<file path="src/shared/dsr_pkg.sv">
// Purpose: Constants for the dual converter serial readout control
// Assumes: Strobe and shift clock sampled synchronously on clk
// Notes on behaviour
// - Results are straight binary, 4096 code steps.
// - Three power modes chosen by strobe rise.
// - Rise in edges 10..13: stay powered, abort.
// - Fourteen shift cycles complete one result.
// - After fourteen, shifting goes on until edge 32 or rise.
// - Two further cycles give two trailing zeros.
// - Further fourteen cycles give other converter result.
// - Line tri-states at edge 32 or rise.
// - Rise in edges 2..9 enters partial power-down.
// - Rise before edge 2 ignored in normal.
// - Partial power-down keeps only reference powered.
// - Dummy conversion wakes from partial power-down.
// - Early rise in partial returns to partial.
// - Rise in edges 2..9 from partial: full.
// - Full power-down switches off reference too.
// - Zero, zero, then twelve bits; last at 14.
package dsr_pkg;
    localparam int unsigned DSR_RES_BITS   = 12;
    localparam int unsigned DSR_EDGE_GLITCH = 2;
    localparam int unsigned DSR_EDGE_KEEP  = 10;
    localparam int unsigned DSR_EDGE_ONE   = 14;
    localparam int unsigned DSR_EDGE_TRAIL = 16;
    localparam int unsigned DSR_EDGE_END   = 32;
    localparam int unsigned DSR_CNT_W      = 6;
    localparam int unsigned DSR_CLK_NS     = 10;
    localparam int unsigned DSR_WAKE_NS    = 333;
    localparam int unsigned DSR_WAKE_CYC   =
        (DSR_WAKE_NS + DSR_CLK_NS - 1) / DSR_CLK_NS;

    typedef enum logic [2:0] {
        DSR_NORMAL  = 3'h1,
        DSR_PARTIAL = 3'h2,
        DSR_FULL    = 3'h4
    } dsr_power_type;
endpackage : dsr_pkg

</file>
<file path="src/core/dsr_readout.sv">
// Purpose: Power mode and serial result control of a dual converter
// Assumes: sample_strobe_n and shift_clk synchronous to clk
// Notes: Results arrive from the analog core as 12-bit binary codes
`timescale 1ns/10ps
module dsr_readout
    import dsr_pkg::*;
#(
    parameter int unsigned RES_BITS = dsr_pkg::DSR_RES_BITS
) (
    // Clock and reset
    input  wire logic                  clk,
    input  wire logic                  reset_n,
    // Host serial pins
    input  wire logic                  sample_strobe_n,
    input  wire logic                  shift_clk,
    output logic                       result_line_a,
    output logic                       result_line_a_oe,
    output logic                       result_line_b,
    output logic                       result_line_b_oe,
    // Analog core
    input  wire logic [RES_BITS-1:0]   code_a,
    input  wire logic [RES_BITS-1:0]   code_b,
    output logic                       hold_sample,
    output logic                       analog_on,
    output logic                       reference_on,
    output dsr_pkg::dsr_power_type     power_mode
);
    import dsr_pkg::*;

    // Frame layout and counters are sized for 12-bit codes only
    if (RES_BITS != DSR_RES_BITS) begin : g_bad_width
        $error("dsr_readout: only 12-bit results are served");
    end

    typedef struct packed {
        dsr_power_type              mode;
        logic                       strobe_d;
        logic                       sclk_d;
        logic                       active;
        logic [DSR_CNT_W-1:0]       edges;
        logic [2*DSR_EDGE_TRAIL-1:0] shreg_a;
        logic [2*DSR_EDGE_TRAIL-1:0] shreg_b;
        logic                       oe;
        logic                       hold;
        logic                       analog;
        logic                       refon;
    } dsr_state_type;

    dsr_state_type st;
    dsr_state_type next_st;

    // Frame: 2 leading zeros, 12 bits, 2 trailing zeros
    function automatic logic [DSR_EDGE_TRAIL-1:0] frame16(
        input logic [RES_BITS-1:0] code
    );
        frame16 = {2'h0, code, 2'h0};
    endfunction : frame16

    always_comb begin
        logic fall_strobe;
        logic rise_strobe;
        logic fall_sclk;
        fall_strobe = 1'b0;
        rise_strobe = 1'b0;
        fall_sclk   = 1'b0;
        next_st = st;
        next_st.strobe_d = sample_strobe_n;
        next_st.sclk_d   = shift_clk;
        fall_strobe = st.strobe_d && !sample_strobe_n;
        rise_strobe = !st.strobe_d && sample_strobe_n;
        fall_sclk   = st.sclk_d && !shift_clk;

        if (fall_strobe) begin
            next_st.active  = 1'b1;
            next_st.edges   = '0;
            next_st.oe      = 1'b1;
            next_st.hold    = 1'b1;
            // A then B on line a
            next_st.shreg_a = {frame16(code_a), frame16(code_b)};
            next_st.shreg_b = {frame16(code_b), frame16(code_a)};
            // power up begins at strobe fall
            next_st.analog  = 1'b1;
            next_st.refon   = 1'b1;
        end else if (rise_strobe && st.active) begin
            next_st.active = 1'b0;
            next_st.oe     = 1'b0;
            next_st.hold   = 1'b0;
            if (st.edges < DSR_CNT_W'(DSR_EDGE_GLITCH)) begin
                next_st.mode = st.mode;
            end else if (st.edges < DSR_CNT_W'(DSR_EDGE_KEEP)) begin
                next_st.mode = (st.mode == DSR_NORMAL) ?
                    DSR_PARTIAL : DSR_FULL;
            end else begin
                next_st.mode = DSR_NORMAL;
            end
            next_st.analog = (next_st.mode == DSR_NORMAL);
            next_st.refon  = (next_st.mode != DSR_FULL);
        end else if (fall_sclk && st.active &&
                     st.edges < DSR_CNT_W'(DSR_EDGE_END)) begin
            // shift one bit per falling edge
            next_st.edges   = st.edges + DSR_CNT_W'(1);
            next_st.shreg_a = {st.shreg_a[2*DSR_EDGE_TRAIL-2:0], 1'b0};
            next_st.shreg_b = {st.shreg_b[2*DSR_EDGE_TRAIL-2:0], 1'b0};
            if (st.edges + DSR_CNT_W'(1) == DSR_CNT_W'(DSR_EDGE_ONE - 1)) begin
                next_st.hold = 1'b0;
            end
            if (st.edges + DSR_CNT_W'(1) == DSR_CNT_W'(DSR_EDGE_KEEP)) begin
                next_st.mode = DSR_NORMAL;
            end
            if (st.edges + DSR_CNT_W'(1) == DSR_CNT_W'(DSR_EDGE_END)) begin
                next_st.oe = 1'b0;
            end
        end
    end

    always_ff @(posedge clk or negedge reset_n) begin
        if (!reset_n) begin
            st.mode     <= DSR_NORMAL;
            st.strobe_d <= 1'b1;
            st.sclk_d   <= 1'b1;
            st.active   <= 1'b0;
            st.edges    <= '0;
            st.shreg_a  <= '0;
            st.shreg_b  <= '0;
            st.oe       <= 1'b0;
            st.hold     <= 1'b0;
            st.analog   <= 1'b1;
            st.refon    <= 1'b1;
        end else begin
            st <= next_st;
        end
    end

    assign result_line_a    = st.shreg_a[2*DSR_EDGE_TRAIL-1];
    assign result_line_b    = st.shreg_b[2*DSR_EDGE_TRAIL-1];
    assign result_line_a_oe = st.oe;
    // Line b carries B then A; enabled together with line a
    assign result_line_b_oe = st.oe;
    assign hold_sample      = st.hold;
    assign analog_on        = st.analog;
    assign reference_on     = st.refon;
    assign power_mode       = st.mode;
endmodule : dsr_readout

</file>
<file path="config.mk">
export PLATFORM = sky130hd
export DESIGN_NAME = dsr_readout
export DESIGN_NICKNAME = d
export VERILOG_FILES = /design/src/shared/dsr_pkg.sv /design/src/core/dsr_readout.sv
export SDC_FILE = /design/constraint.sdc
export NUM_CORES = 1
export LEC_CHECK = 0
export BUFFER_PORTS_ARGS = -buffer_cell sky130_fd_sc_hd__clkbuf_2
export CORE_MARGIN = 2
export CORE_UTILIZATION = 40
export CTS_CLUSTER_DIAMETER = 50
export DETAILED_ROUTE_END_ITERATION = 10
export GPL_TIMING_DRIVEN = 1
export RECOVER_POWER = 50
export SYNTH_ARGS = -nofsm -noshare
export SYNTH_HDL_FRONTEND = slang
export SYNTH_SLANG_ARGS = --single-unit
</file>
<file path="constraint.sdc">
create_clock -name clk -period 1.8 [get_ports clk]
set_input_delay 0.18 -clock clk [delete_from_list [all_inputs] [get_ports clk]]
set_output_delay 0.18 -clock clk [all_outputs]
set_load 0.005 [all_outputs]
</file>
==> results.yml <==
status:
  status: "finished clean"
yosys:
  synth-main-ff-cell: "dfrtp_1"
  ys_seq_area_frac: 0.557
  avgSynthCellArea_um2: 10.7
  synth-edff-count: 0
  synthArstFlopShare: 1.00
  synth_nets: 350
  netlist_instances: 319
  ys_warn_count: 0
  synth.ff_latch_count: 76
  synth_cell_types: 42
  syn_area_mm2: 0.00343
min_path:
  hold_path.class: "in2reg"
  min_from: "code_b[0]"
cells_and_area:
  antenna_cells: 0
  multi_input_area_mm2: 0.00136
  ff_latch_area_mm2: 0.00191
  nFillCells: 790
  syn_to_final_growth_pct: 17.7
  nets: 392
  layout-drive-gt1-share: 0.221
place:
  io_buffers: 37
  dp_hpwl_um: 4850
  place_congestion: 0.782
sta:
  rsz0062_at_grt: "false"
  fmax_mhz: 578
  fin_setup_tns_ns: 0
  relSlewSlack: 0.431
  fin_crit_sh: 0.962
  worst_slew_pin_slew_ns: 0.853
  fin_skew_ns: 0.00973
  slew_viol_final: 0
  fin_crit_ns: 1.73
  hold_viol_final: 0
  setup_violations: 0
grt:
  grt_pass1_wl_um: 12300
  grt_max_degree: 44
  antenna_found_initial: 0
  grt_use_total: 0.173
  grt_pass1_vias: 2505
  grt-ovfl-total: 0
critical_path:
  crit_required_ns: 2.03
  critical_path_arrival_ns: 1.96
  crit_path_end_kind: "register"
  startpoint_type: "register"
  timing.rr.start: "st[76]"
  critPathMaxFanout: 42
  crit_type: "reg2reg"
  crit_start: "st[76]"
clock_network:
  cts_made_buffers: 9
  cts.sinks: 76
  htreeDepth: 3
  clkLatencyLatePin_ns: 0.35
  cts_root_buf: "clkbuf_8"
  clockBufferDepth: 2
  cts_tree: "yes"
  clk_pin_slew_worst_paths_ns: 0.08
die:
  die_w_um: 96.6
  dieArea_mm2: 0.00932
  core_area_mm2: 0.00826
  rows: 33
  ioPinCount: 38
  die_h_um: 96.6
  start_util: 0.415
drt:
  drt_iter0_drc: 135
  first_pass_iters: 4
  routedWlPerCell_um: 15.5
  drt-total-wl_um: 7320
  via_count: 2609
  drc_errors: 0
  viasPerCell: 5.54
  postRouteAntennaNets: 0
run:
  cap_viol_max_count: 0
power:
  p_leak_nw: 1.74
  p_total_w: 0.00395
  power.density_mw_per_mm2: 979
  vdd_drop_max_v: 0.000446
-- layer usage --
metal / up-vias / track usage / wire [um]
li1: 1271 / - / -
met1: 1281 / 0.256 / 3630
met2: 50 / 0.245 / 3350
met3: 7 / 0.0303 / 249
met4: 0 / 0.0810 / 80
met5: - / 0 / 0
-- through the flow --
| stage | setup WS (ns) | instances | hold WS (ns) | utilization | area [um^2] |
|---|---|---|---|---|---|
| floorplan | 0.111 | 319 | -0.116 | - | 3430 |
| global placement | 0.116 | 453 | 0.168 | 0.463 | 3830 |
| detailed placement | 0.0787 | 453 | 0.164 | 0.463 | 3830 |
| CTS | 0.0685 | 471 | 0.0190 | 0.491 | 4060 |
| global route | 0.0121 | 471 | 0.0714 | 0.488 | 4030 |
| finish | 0.0688 | 471 | 0.0535 | 0.488 | 4030 |
-- layout by cell type, fill, tap and decap left out, types with 5 or more instances in the layout --
master,count
dfstp_2,5
o22ai_1,21
nor2_1,30
clkbuf_2,35
and2_1,12
a221o_1,23
dfrtp_1,71
buf_4,14
a21oi_1,17
a22o_1,13
clkbuf_8,10
nand2_1,15
buf_12,5
nand3_1,7
o21ai_0,21
or3_1,12
-- final cells by class --
class                           count  area share
Clock inverter                      6      0.0174
Multi-Input combinational cell    211       0.337
Inverter                            4     0.00372
Timing Repair Buffer               59       0.102
Sequential cell                    76       0.473
Clock buffer                       10      0.0341
Tap cell                          105      0.0326
-- synth_stat cells (2+ instances only) --
| cell | count | area [um^2] |
|---|---|---|
| a21oi_1 | 17 | 85.1 |
| a221o_1 | 23 | 230 |
| a22o_1 | 13 | 114 |
| a31oi_1 | 4 | 25.0 |
| and2_1 | 12 | 75.1 |
| and3_1 | 3 | 18.8 |
| buf_2 | 9 | 45.0 |
| buf_4 | 4 | 30.0 |
| buf_6 | 2 | 22.5 |
| clkbuf_1 | 13 | 48.8 |
| dfrtp_1 | 71 | 1780 |
| dfstp_2 | 5 | 131 |
| ha_1 | 3 | 37.5 |
| inv_1 | 4 | 15.0 |
| maj3_2 | 2 | 22.5 |
| nand2_1 | 15 | 56.3 |
| nand2b_1 | 3 | 18.8 |
| nand3_1 | 7 | 35.0 |
| nor2_1 | 31 | 116 |
| nor3_1 | 4 | 20.0 |
| o211ai_1 | 2 | 15.0 |
| o21ai_0 | 21 | 105 |
| o22ai_1 | 21 | 131 |
| or3_1 | 12 | 75.1 |
-- critical path, cell delays in order, from the launching register on --
cell and delay [ns]:
dfstp_2 0.62, inv_1 0.10, maj3_2 0.35, buf_12 0.18, a221o_1 0.36
-- repair_timing --
item / 4_1_cts / 5_1_grt
endpoints found under the hold margin: 31 / 0
buffers inserted: 0 / 0
hold buffers: 2 / 0
gates resized for setup: 0 / 0
-- sequential cells by signal (all words and copies together) (netlist names) --
register          count
reference_on          1
result_line_a_oe      1
power_mode            3
st                   67
result_line_b         1
analog_on             1
result_line_a         1
hold_sample           1
-- worst paths after layout --
check                               to  slack (ns)  cells past startpoint
max reg2reg                     st[40]        0.07                      4
max                             st[40]        0.07                      4
min                             st[38]        0.05                      3
max in group asynchronous       st[21]        0.27                      3
min in group asynchronous  hold_sample        0.48                      2
min reg2reg                     st[38]        0.49                      2
-- cell families after synthesis --
| family | share of synthesized area |
|---|---|
| xor+xnor | 0.00730 |
| simple gates | 0.142 |
| compound gates | 0.226 |
| buf+inv | 0.0471 |
| flops | 0.557 |
| fa+ha+maj | 0.0204 |
-- report_power, final --
| part | total (W) | leakage [nW] | switching [W] | internal (W) |
|---|---|---|---|---|
| logic | 0.000530 | 0.708 | 0.000268 | 0.000262 |
| clock network | 0.00135 | 0.107 | 0.000656 | 0.000691 |
| registers | 0.00207 | 0.920 | 0.000145 | 0.00193 |
(Power assumes the default switching activity.)
